File: src/inc/nps_pkg.sv
// constants, field layouts and types shared by the memory protection block
// assumes a single bus clock and a 17-bit flash / 13-bit eeprom address space
package nps_pkg;
  // register bus map, byte addresses of aligned 32-bit words
  localparam int          AXI_ADDR_W  = 8;
  localparam logic [7:0]  OFS_PROT    = 8'h00;
  localparam logic [7:0]  OFS_OPT     = 8'h04;
  localparam logic [7:0]  OFS_STATUS  = 8'h08;
  localparam logic [7:0]  OFS_CTRL    = 8'h0C;
  localparam logic [1:0]  RESP_OKAY   = 2'h0;
  localparam logic [1:0]  RESP_SLVERR = 2'h2;

  // protection byte layout
  localparam int FPS_LSB = 0;
  localparam int FPS_W   = 6;
  localparam int EPS_LSB = 6;
  localparam int EPS_W   = 2;

  // option byte layout; security is off only for the one open code
  localparam int          SEC_LSB       = 0;
  localparam int          SEC_W         = 2;
  localparam int          REDIR_DIS_BIT = 6;
  localparam logic [1:0]  SEC_OPEN      = 2'h2;

  // status and control bit positions
  localparam int ST_ACC_ERR = 0;
  localparam int ST_SECURE  = 1;
  localparam int ST_REDIR   = 2;
  localparam int ST_LOADED  = 3;
  localparam int CTRL_HOLD  = 0;

  // flash geometry: protected block grows down from the top of the 64K view
  localparam logic [16:0] FLASH_TOP       = 17'h0FFFF;
  localparam logic [16:0] FLASH_END       = 17'h10000;
  localparam logic [16:0] FLASH_GRAN      = 17'h00400;
  localparam logic [16:0] PROT_IMAGE_ADDR = 17'h0FFBD;
  localparam logic [15:0] VEC_FIRST       = 16'hFF80;
  localparam logic [15:0] VEC_LAST        = 16'hFFFD;

  // eeprom geometry: protected block grows down from the eeprom top
  localparam logic [12:0] EE_SIZE = 13'h1000;
  localparam logic [12:0] EE_GRAN = 13'h0100;

  typedef enum logic [1:0] {TGT_REGS, TGT_FLASH, TGT_EEPROM, TGT_RAM} nps_target_t;
  typedef enum logic {PH_LOAD, PH_RUN} nps_phase_t;
endpackage

File: src/design/nps_protect.sv
// flash / eeprom / ram protection and security block with axi4-lite registers
// assumes one bus clock, synchronous inputs, and image bytes valid at reset release
`timescale 1ns/1ps
module nps_protect (
  input  wire logic        aclk,               // bus clock, 40 MHz
  input  wire logic        aresetn,            // synchronous reset, active low
  // axi4-lite slave
  input  wire logic [7:0]  s_axi_awaddr,       // write address
  input  wire logic        s_axi_awvalid,      // write address valid
  output logic             s_axi_awready,      // write address ready
  input  wire logic [31:0] s_axi_wdata,        // write data
  input  wire logic [3:0]  s_axi_wstrb,        // write byte enables
  input  wire logic        s_axi_wvalid,       // write data valid
  output logic             s_axi_wready,       // write data ready
  output logic [1:0]       s_axi_bresp,        // write response
  output logic             s_axi_bvalid,       // write response valid
  input  wire logic        s_axi_bready,       // write response ready
  input  wire logic [7:0]  s_axi_araddr,       // read address
  input  wire logic        s_axi_arvalid,      // read address valid
  output logic             s_axi_arready,      // read address ready
  output logic [31:0]      s_axi_rdata,        // read data
  output logic [1:0]       s_axi_rresp,        // read response
  output logic             s_axi_rvalid,       // read data valid
  input  wire logic        s_axi_rready,       // read data ready
  // nonvolatile images seen at reset release
  input  wire logic [7:0]  protect_image_byte, // protection image
  input  wire logic [7:0]  option_image_byte,  // option image
  // background debug write path
  input  wire logic        dbg_prot_we,        // debug write strobe
  input  wire logic [7:0]  dbg_prot_data,      // debug write value
  // program / erase command path
  input  wire logic        cmd_valid,          // command offered
  input  wire logic [16:0] cmd_addr,           // command target
  input  wire logic        cmd_eeprom,         // target is eeprom
  output logic             cmd_ready,          // command accepted
  output logic             cmd_start,          // pulse: launch to array
  output logic             cmd_abort,          // pulse: refused as protected
  output logic [16:0]      cmd_start_addr,     // launched target
  output logic             cmd_start_eeprom,   // launched target is eeprom
  // interrupt vector fetch path
  input  wire logic        vec_req,            // vector fetch request
  input  wire logic [15:0] vec_addr,           // default vector address
  output logic             vec_ack,            // pulse: address ready
  output logic [15:0]      vec_addr_out,       // address to read
  output logic             vec_redirected,     // fetch was redirected
  // cpu / debug memory access gate
  input  wire logic        mem_req,            // access request
  input  wire logic        mem_we,             // access is a write
  input  wire logic [1:0]  mem_target,         // resource class
  input  wire logic        src_secure,         // code runs from secure memory
  input  wire logic        src_debug,          // access from debug port
  input  wire logic [7:0]  mem_rdata_in,       // data from the resource
  output logic             mem_ack,            // pulse: access done
  output logic             mem_we_out,         // pulse: write passed on
  output logic [7:0]       mem_rdata,          // read data to requester
  output logic             mem_blocked,        // access was blocked
  output logic             secure_engaged      // security active
);
  typedef struct packed {
    nps_pkg::nps_phase_t phase;
    logic [7:0]          prot;
    logic [7:0]          opt;
    logic                hold;
    logic                acc_err;
    logic                awready;
    logic                aw_held;
    logic [7:0]          aw_addr;
    logic                wready;
    logic                w_held;
    logic [31:0]         w_data;
    logic [3:0]          w_strb;
    logic                bvalid;
    logic [1:0]          bresp;
    logic                arready;
    logic                rvalid;
    logic [1:0]          rresp;
    logic [31:0]         rdata;
    logic                cmd_ready;
    logic                cmd_start;
    logic                cmd_abort;
    logic [16:0]         cmd_addr;
    logic                cmd_ee;
    logic                vec_ack;
    logic [15:0]         vec_addr;
    logic                vec_redir;
    logic                mem_ack;
    logic                mem_we;
    logic [7:0]          mem_rdata;
    logic                mem_blocked;
    logic                secure;
  } nps_state_t;

  localparam nps_state_t RESET_STATE = '0;

  nps_state_t st;
  nps_state_t next_st;

  logic [5:0]  flash_protect_size;
  logic [1:0]  eeprom_protect_size;
  logic        prot_hit;
  logic [15:0] remap_addr;
  logic        redirect_on;
  logic        sec_now;
  logic        running;
  logic        cmd_take;
  logic        wr_go;
  logic        clr_err;
  logic        set_err;
  logic        blk;
  logic [31:0] status_word;

  // size fields come from the working protection register only
  assign flash_protect_size     = st.prot[nps_pkg::FPS_LSB +: nps_pkg::FPS_W];
  assign eeprom_protect_size     = st.prot[nps_pkg::EPS_LSB +: nps_pkg::EPS_W];
  assign running = (st.phase == nps_pkg::PH_RUN);
  // anything but the open code counts as secured, so a blank image locks
  assign sec_now = (st.opt[nps_pkg::SEC_LSB +: nps_pkg::SEC_W] != nps_pkg::SEC_OPEN);

  nps_region_check #(
    .GRAN      (nps_pkg::FLASH_GRAN)
  ) u_region (
    .addr      (cmd_addr),
    .is_eeprom (cmd_eeprom),
    .flash_protect_size       (flash_protect_size),
    .eeprom_protect_size       (eeprom_protect_size),
    .hit       (prot_hit)
  );

  nps_vector_remap u_remap (
    .fetch_addr       (vec_addr),
    .flash_protect_size              (flash_protect_size),
    .redirect_disable (st.opt[nps_pkg::REDIR_DIS_BIT]),
    .remap_addr       (remap_addr),
    .redirect_on      (redirect_on)
  );

  // helper terms shared by the next-state logic
  assign cmd_take = cmd_valid && st.cmd_ready;
  assign wr_go    = st.aw_held && st.w_held && !st.bvalid;
  assign clr_err  = wr_go && (st.aw_addr == nps_pkg::OFS_STATUS) && st.w_strb[0]
                    && st.w_data[nps_pkg::ST_ACC_ERR];
  assign set_err  = running && cmd_take && prot_hit;
  // registers are never secure; flash, eeprom and ram are
  assign blk      = st.secure && (mem_target != 2'(nps_pkg::TGT_REGS))
                    && (!src_secure || src_debug);

  always_comb begin
    status_word = 32'h0000_0000;
    status_word[nps_pkg::ST_ACC_ERR] = st.acc_err;
    status_word[nps_pkg::ST_SECURE]  = st.secure;
    status_word[nps_pkg::ST_REDIR]   = redirect_on;
    status_word[nps_pkg::ST_LOADED]  = running;
  end

  // next state of the whole block
  always_comb begin
    next_st = st;

    // load phase: images captured once on the first edge after reset release
    case (st.phase)
      nps_pkg::PH_LOAD: begin
        next_st.prot  = protect_image_byte;
        next_st.opt   = option_image_byte;
        next_st.phase = nps_pkg::PH_RUN;
      end
      nps_pkg::PH_RUN: begin
        if (dbg_prot_we) begin
          next_st.prot = dbg_prot_data;
        end
      end
      default: begin
        next_st.phase = nps_pkg::PH_LOAD;
      end
    endcase
    next_st.secure = (next_st.phase == nps_pkg::PH_RUN) ? sec_now : 1'b1;

    // axi write address and data are held independently, either order
    if (s_axi_awvalid && st.awready) begin
      next_st.aw_held = 1'b1;
      next_st.aw_addr = s_axi_awaddr;
    end
    if (s_axi_wvalid && st.wready) begin
      next_st.w_held = 1'b1;
      next_st.w_data = s_axi_wdata;
      next_st.w_strb = s_axi_wstrb;
    end
    if (st.bvalid && s_axi_bready) begin
      next_st.bvalid = 1'b0;
    end
    if (wr_go) begin
      next_st.aw_held = 1'b0;
      next_st.w_held  = 1'b0;
      next_st.bvalid  = 1'b1;
      next_st.bresp   = nps_pkg::RESP_OKAY;
      case (st.aw_addr)
        nps_pkg::OFS_PROT: begin
          // accepted but dropped so runaway code cannot unprotect
          next_st.bresp = nps_pkg::RESP_OKAY;
        end
        nps_pkg::OFS_OPT: begin
          next_st.bresp = nps_pkg::RESP_OKAY;
        end
        nps_pkg::OFS_STATUS: begin
          next_st.bresp = nps_pkg::RESP_OKAY;
        end
        nps_pkg::OFS_CTRL: begin
          if (st.w_strb[0]) begin
            next_st.hold = st.w_data[nps_pkg::CTRL_HOLD];
          end
        end
        default: begin
          next_st.bresp = nps_pkg::RESP_SLVERR;
        end
      endcase
    end
    next_st.awready = !next_st.aw_held && !next_st.bvalid;
    next_st.wready  = !next_st.w_held && !next_st.bvalid;

    // axi read: one cycle from address taken to data valid
    if (st.rvalid && s_axi_rready) begin
      next_st.rvalid = 1'b0;
    end
    if (s_axi_arvalid && st.arready) begin
      next_st.rvalid = 1'b1;
      next_st.rresp  = nps_pkg::RESP_OKAY;
      case (s_axi_araddr)
        nps_pkg::OFS_PROT: begin
          next_st.rdata = {24'h000000, st.prot};
        end
        nps_pkg::OFS_OPT: begin
          next_st.rdata = {24'h000000, st.opt};
        end
        nps_pkg::OFS_STATUS: begin
          next_st.rdata = status_word;
        end
        nps_pkg::OFS_CTRL: begin
          next_st.rdata = {31'h00000000, st.hold};
        end
        default: begin
          next_st.rdata = 32'h0000_0000;
          next_st.rresp = nps_pkg::RESP_SLVERR;
        end
      endcase
    end
    next_st.arready = !next_st.rvalid;

    // sticky access error: a new violation wins over a same-cycle clear
    next_st.acc_err = (st.acc_err && !clr_err) || set_err;

    // program / erase commands: checked, then launched or aborted
    next_st.cmd_start = 1'b0;
    next_st.cmd_abort = 1'b0;
    if (running && cmd_take) begin
      next_st.cmd_addr = cmd_addr;
      next_st.cmd_ee   = cmd_eeprom;
      if (prot_hit) begin
        next_st.cmd_abort = 1'b1;
      end else begin
        next_st.cmd_start = 1'b1;
      end
    end
    // one idle cycle after each take keeps launches one pulse apart
    next_st.cmd_ready = (next_st.phase == nps_pkg::PH_RUN) && !next_st.hold && !cmd_take;

    // vector fetch translation, answered one cycle later
    next_st.vec_ack = running && vec_req;
    if (running && vec_req) begin
      next_st.vec_addr  = remap_addr;
      next_st.vec_redir = (remap_addr != vec_addr);
    end

    // memory access gate: blocked writes dropped, blocked reads give zero
    next_st.mem_ack = running && mem_req;
    next_st.mem_we  = running && mem_req && mem_we && !blk;
    if (running && mem_req) begin
      next_st.mem_blocked = blk;
      next_st.mem_rdata   = (blk || mem_we) ? 8'h00 : mem_rdata_in;
    end
  end

  // one register for the whole state; synchronous reset to constants
  always_ff @(posedge aclk) begin
    if (!aresetn) begin
      st <= RESET_STATE;
    end else begin
      st <= next_st;
    end
  end

  // outputs straight from the state register
  assign s_axi_awready    = st.awready;
  assign s_axi_wready     = st.wready;
  assign s_axi_bvalid     = st.bvalid;
  assign s_axi_bresp      = st.bresp;
  assign s_axi_arready    = st.arready;
  assign s_axi_rvalid     = st.rvalid;
  assign s_axi_rresp      = st.rresp;
  assign s_axi_rdata      = st.rdata;
  assign cmd_ready        = st.cmd_ready;
  assign cmd_start        = st.cmd_start;
  assign cmd_abort        = st.cmd_abort;
  assign cmd_start_addr   = st.cmd_addr;
  assign cmd_start_eeprom = st.cmd_ee;
  assign vec_ack          = st.vec_ack;
  assign vec_addr_out     = st.vec_addr;
  assign vec_redirected   = st.vec_redir;
  assign mem_ack          = st.mem_ack;
  assign mem_we_out       = st.mem_we;
  assign mem_rdata        = st.mem_rdata;
  assign mem_blocked      = st.mem_blocked;
  assign secure_engaged   = st.secure;
endmodule // nps_protect

File: src/design/nps_region_check.sv
// protected-region decode for program and erase targets
// assumes addresses in the 64K flash view or as eeprom offsets; purely combinational
`timescale 1ns/1ps
module nps_region_check #(
  parameter logic [16:0] GRAN = nps_pkg::FLASH_GRAN
) (
  input  wire logic [16:0] addr,      // target of program or erase
  input  wire logic        is_eeprom, // target lies in eeprom
  input  wire logic [5:0]  flash_protect_size,       // flash_protect_size
  input  wire logic [1:0]  eeprom_protect_size,       // eeprom_protect_size
  output logic             hit        // target is protected
);
  logic [16:0] flash_base;
  logic [12:0] ee_base;
  logic        flash_hit;
  logic        ee_hit;

  // image byte and vectors sit in the top granule, so any protection covers them
  if (nps_pkg::PROT_IMAGE_ADDR < nps_pkg::FLASH_END - GRAN ||
      {1'b0, nps_pkg::VEC_FIRST} < nps_pkg::FLASH_END - GRAN) begin : g_bad_gran
    $error("protection granule too small to cover image byte and vectors");
  end

  // region extent follows each size field; zero size protects nothing
  always_comb begin
    flash_base = nps_pkg::FLASH_END - 17'(17'(flash_protect_size) * GRAN);
    ee_base    = nps_pkg::EE_SIZE - 13'(13'(eeprom_protect_size) * nps_pkg::EE_GRAN);
    flash_hit  = (flash_protect_size != 6'h00) && (addr >= flash_base) && (addr <= nps_pkg::FLASH_TOP);
    ee_hit     = (eeprom_protect_size != 2'h0) && (addr[16:13] == 4'h0) && (addr[12:0] >= ee_base)
                 && (addr[12:0] < nps_pkg::EE_SIZE);
    hit        = is_eeprom ? ee_hit : flash_hit;
  end
endmodule // nps_region_check

File: src/design/nps_vector_remap.sv
// interrupt vector redirection below the protected flash block
// assumes vector fetches are 16-bit cpu addresses; purely combinational
`timescale 1ns/1ps
module nps_vector_remap (
  input  wire logic [15:0] fetch_addr,       // vector fetch address
  input  wire logic [5:0]  flash_protect_size,              // flash_protect_size
  input  wire logic        redirect_disable, // vector_redirect_disable
  output logic [15:0]      remap_addr,       // address actually read
  output logic             redirect_on       // redirection armed
);
  logic        in_vec;
  logic [15:0] shift;

  // reset vector stays out of the window so a bad table can never brick boot
  always_comb begin
    redirect_on = !redirect_disable && (flash_protect_size != 6'h00);
    in_vec      = (fetch_addr >= nps_pkg::VEC_FIRST) && (fetch_addr <= nps_pkg::VEC_LAST);
    shift       = 16'(16'(flash_protect_size) * 16'(nps_pkg::FLASH_GRAN));
    remap_addr  = (redirect_on && in_vec) ? 16'(fetch_addr - shift) : fetch_addr;
  end
endmodule // nps_vector_remap

File: config.mk
export PLATFORM = sky130hd
export DESIGN_NAME = nps_protect
export DESIGN_NICKNAME = d
export VERILOG_FILES = /design/src/inc/nps_pkg.sv /design/src/design/nps_protect.sv /design/src/design/nps_region_check.sv /design/src/design/nps_vector_remap.sv
export SDC_FILE = /design/constraint.sdc
export NUM_CORES = 1
export LEC_CHECK = 0
export BUFFER_PORTS_ARGS = -buffer_cell sky130_fd_sc_hd__buf_4
export CORE_MARGIN = 2
export CORE_UTILIZATION = 50
export DETAILED_ROUTE_END_ITERATION = 6
export GPL_TIMING_DRIVEN = 0
export PLACE_DENSITY = 0.81
export SLEW_MARGIN = 30
export SYNTH_ARGS = -nofsm -noshare
export SYNTH_HDL_FRONTEND = slang
export SYNTH_SLANG_ARGS = --single-unit
File: constraint.sdc
create_clock -name aclk -period 3.8 [get_ports aclk]
set_clock_uncertainty 0.05 [all_clocks]
set_input_delay 0.38 -clock aclk [delete_from_list [all_inputs] [get_ports aclk]]
set_output_delay 0.38 -clock aclk [all_outputs]
set_load 0.02 [all_outputs]
==> metrics.txt <==
most repeated library cell on the critical path=sky130_fd_sc_hd__ha_1; Horiz. Die Dim=105 um; detailed-route vias per instance=4.95; category of the most critical setup path=reg2reg; required time of the worst setup path=4010 ps; Post-synth EDFFs=0; aggregate negative setup slack=0 ps; Chip Height=105 um; Simple-Gate Fraction of Synth Area=19.7%; ant diodes=0; Crit-path slowest cell=sky130_fd_sc_hd__dfxtp_1; via count of the routed design=4591; combinational family with the most area after synthesis=simple AND/OR/NAND/NOR gates; most common cell in the synthesized netlist=sky130_fd_sc_hd__nand2_1; starting density of the core=51.8%; post-route insts no fill=927; TritonCTS clock tree=done; worst-skew pair later-pin latency=350 ps; post-synthesis compound-gate area fraction=17.4%; Fillers=842; worst reg2reg startpoint=flash_protect_size[0]; via count of the first global-routing pass=4402; HPWL reported at the end of detailed placement=10700 um; share of final-layout standard cells stronger than drive strength 1=33.4%; count of buffer and inverter cells on the critical path=1; total grt overflow=0; library cell occupying the most area in the post-synthesis netlist=sky130_fd_sc_hd__dfxtp_1; antenna violations before repair=0; leakage power=0.00320 uW; hold path start=aresetn; RSZ-0062 raised after global routing=no; synth unique cells=55; Final setup viols=0; proportion of synthesized area in mux cells=3.20%; Ports=226; maximum number of pins on one net before global-route repair=17; average wire per standard cell=14.3 um; post-synthesis sequential area ratio=38.2%; worst stage delay on the critical path=430 ps; count of warnings emitted by yosys=0; number of buffers added to fix hold violations after cts=0; sort of element at the start of the critical path=register; worst IR drop on VDD=0.000190 V; worst hold slack after final layout=181 ps; Worst Max-Slew Pin Slew=633 ps; cell-by-cell listing of the critical path=inv_1 > ha_1 > and3_1 > xnor2_1 > ha_1 > and4_1 > a21boi_0 > a211o_1 > a32o_1 > a31o_1; DP Area=0.00657 sq mm; clock input transition at the sequential cells of the worst setup and hold paths=90 ps; worst setup path start=flash_protect_size[0]; core region area=0.00982 sq mm; number of buffers on the longest clock path=2; number of nets at the end of the flow=943; post-detailed-route DRC marker count=0; area of the die=0.0110 sq mm; Top delay family on crit path=compound AO/OA/AOI/OAI gates; Gate Count Post-Synth=591; leading register cell type out of synthesis=sky130_fd_sc_hd__dfxtp_1; Inserted Clock Buffers=9; routability cong.=0.930; overall routed net length=13300 um; number of failing hold endpoints at the final stage=0; number of core rows=36; max-cap check violation count=0; leading cell types by total area after synthesis=sky130_fd_sc_hd__dfxtp_1 38%, sky130_fd_sc_hd__buf_4 12%, sky130_fd_sc_hd__nand2_1 7.3%; GR Util All Layers=23.7%; run status=finished, final reports clean; Resized cells post-CTS=0; cell area after synthesis=0.00509 sq mm; final worst-path cycle share=75.0%; dpl cells=911; post-synthesis share of cell area spent on full adders, half adders and majority gates=5.07%; count of final max-slew check failures=0; arrival time of data at the critical path endpoint=3060 ps; Layout area overhead=33.0%; share of the synthesized area in the top cell type=38.2%; initial drt markers=229; number of setup buffers added after CTS=0; min-delay worst type=in2reg; CP Max Fanout=4; DR pass1 iterations=4; top post-synthesis cells by count=99 x sky130_fd_sc_hd__nand2_1, 97 x sky130_fd_sc_hd__dfxtp_1, 78 x sky130_fd_sc_hd__buf_4; nature of the critical path endpoint=register; global-route wire length before repair=21100 um; Design Area, Final=0.00677 sq mm; Antenna Violating Nets Remaining=0; Avg Inst Size Synth=8.61 sq um; clock sinks=97; maximum clock frequency=351 MHz; final period demand of the worst path=2850 ps; port bufs=162; number of H-tree branching levels=3; power density cells=336 mW/mm^2; relative slew slack=57.3%; Root Driver=sky130_fd_sc_hd__clkbuf_8; #FFs+latches synth=97; share of synthesized registers carrying an async set or reset=0%; total power=2270 uW; xor and xnor fraction of the mapped netlist area=1.20%
worst paths after layout:
path                            slack (ps)  cells past startpoint         endpoint
worst max-delay path                   950                     10          st[138]
worst min-delay path                   180                      1          running
worst max register to register         950                     10          st[138]
worst min register to register         420                      2  vec_addr_out[7]
stage by stage:
| stage | setup slack, ps | utilization, % |
|---|---|---|
| 5_1_grt | 851 | 68.9 |
| 3_3_place_gp | 1090 | 66.9 |
| 4_1_cts | 1020 | 68.9 |
| 3_5_place_dp | 1040 | 66.9 |
| 6_report | 951 | 68.9 |
| 2_1_floorplan | 1380 | - |
worst register-to-register path, delay by kind of cell, from the launching register on:
family | cells | cell delay, ps
flip-flops | 1 | 430
adder cells (fa/ha/maj) | 2 | 580
buffers and inverters | 1 | 130
AND/OR/NAND/NOR | 2 | 400
XOR/XNOR | 1 | 270
AO/OA/AOI/OAI | 4 | 910
flip-flops by register name, summed over array words and instances, names as in the netlist, 2 cells and up:
| name | count |
|---|---|
| st | 22 |
| flash_protect_size | 6 |
| cmd_start_addr | 17 |
| vec_addr_out | 16 |
| s_axi_rdata | 8 |
| mem_rdata | 8 |
| eeprom_protect_size | 2 |
power by group:
group          internal (uW)  switching, uW
sequential              1060           29.2
clock                    325            364
combinational            241            255
total                   1630            648
kinds of logic (layout without fill, tap and decap cells):
family / count (synthesis) / count (layout)
AOI/OAI and AO/OA: 123 / 123
xor gates and xnor gates: 7 / 7
adders and majority gates: 20 / 20
buffers and inverters: 127 / 305
DFF: 97 / 97
muxes: 16 / 16
other: 1 / 26
and+or+nand+nor: 200 / 200
layout by cell type (no fill, tap or decap), types with 2 or more instances in the layout:
| master | n |
|---|---|
| sky130_fd_sc_hd__buf_4 | 240 |
| sky130_fd_sc_hd__nand2_1 | 99 |
| sky130_fd_sc_hd__dfxtp_1 | 97 |
| sky130_fd_sc_hd__a21boi_0 | 43 |
| sky130_fd_sc_hd__nor2b_1 | 27 |
| sky130_fd_sc_hd__conb_1 | 26 |
| sky130_fd_sc_hd__inv_1 | 24 |
| sky130_fd_sc_hd__clkbuf_1 | 23 |
| sky130_fd_sc_hd__nand3_1 | 21 |
| sky130_fd_sc_hd__o21ai_0 | 19 |
| sky130_fd_sc_hd__ha_1 | 19 |
| sky130_fd_sc_hd__mux2i_1 | 14 |
| sky130_fd_sc_hd__a22oi_1 | 14 |
| sky130_fd_sc_hd__and3_1 | 11 |
| sky130_fd_sc_hd__a21oi_1 | 11 |
| sky130_fd_sc_hd__nor2_1 | 11 |
| sky130_fd_sc_hd__clkbuf_8 | 10 |
| sky130_fd_sc_hd__o211ai_1 | 9 |
| sky130_fd_sc_hd__o211a_1 | 8 |
| sky130_fd_sc_hd__nand2b_1 | 7 |
| sky130_fd_sc_hd__xnor2_1 | 6 |
| sky130_fd_sc_hd__nor3_1 | 3 |
| sky130_fd_sc_hd__and4_1 | 3 |
| sky130_fd_sc_hd__nor4_1 | 3 |
| sky130_fd_sc_hd__or4_4 | 2 |
| sky130_fd_sc_hd__nor3b_1 | 2 |
| sky130_fd_sc_hd__nand3b_1 | 2 |
| sky130_fd_sc_hd__a31oi_1 | 2 |
| sky130_fd_sc_hd__a2111oi_0 | 2 |
| sky130_fd_sc_hd__and2_1 | 2 |
| sky130_fd_sc_hd__nand4_1 | 2 |
| sky130_fd_sc_hd__o31ai_1 | 2 |
| sky130_fd_sc_hd__clkinvlp_4 | 2 |
| sky130_fd_sc_hd__clkinv_2 | 2 |
metal layers:
metal | vias to the layer above | GRT usage, % | routed length, um
met5 | - | 0 | 0
met4 | 0 | 9.52 | 380
met3 | 23 | 5.12 | 887
met2 | 167 | 40.2 | 6360
met1 | 2095 | 29.2 | 5630
li1 | 2306 | - | -
area by class of cell:
cell class | count | area [sq um] | area share, %
timing repair buffer | 162 | 1220 | 18.0
tap | 133 | 166 | 2.46
sequential | 97 | 1940 | 28.7
clock buffer | 10 | 138 | 2.03
inverter | 24 | 90.1 | 1.33
multi-input combinational | 392 | 2470 | 36.5
clock inverter | 6 | 66.3 | 0.980
buffer | 103 | 681 | 10.1
Power figures use the tool's default switching activity.
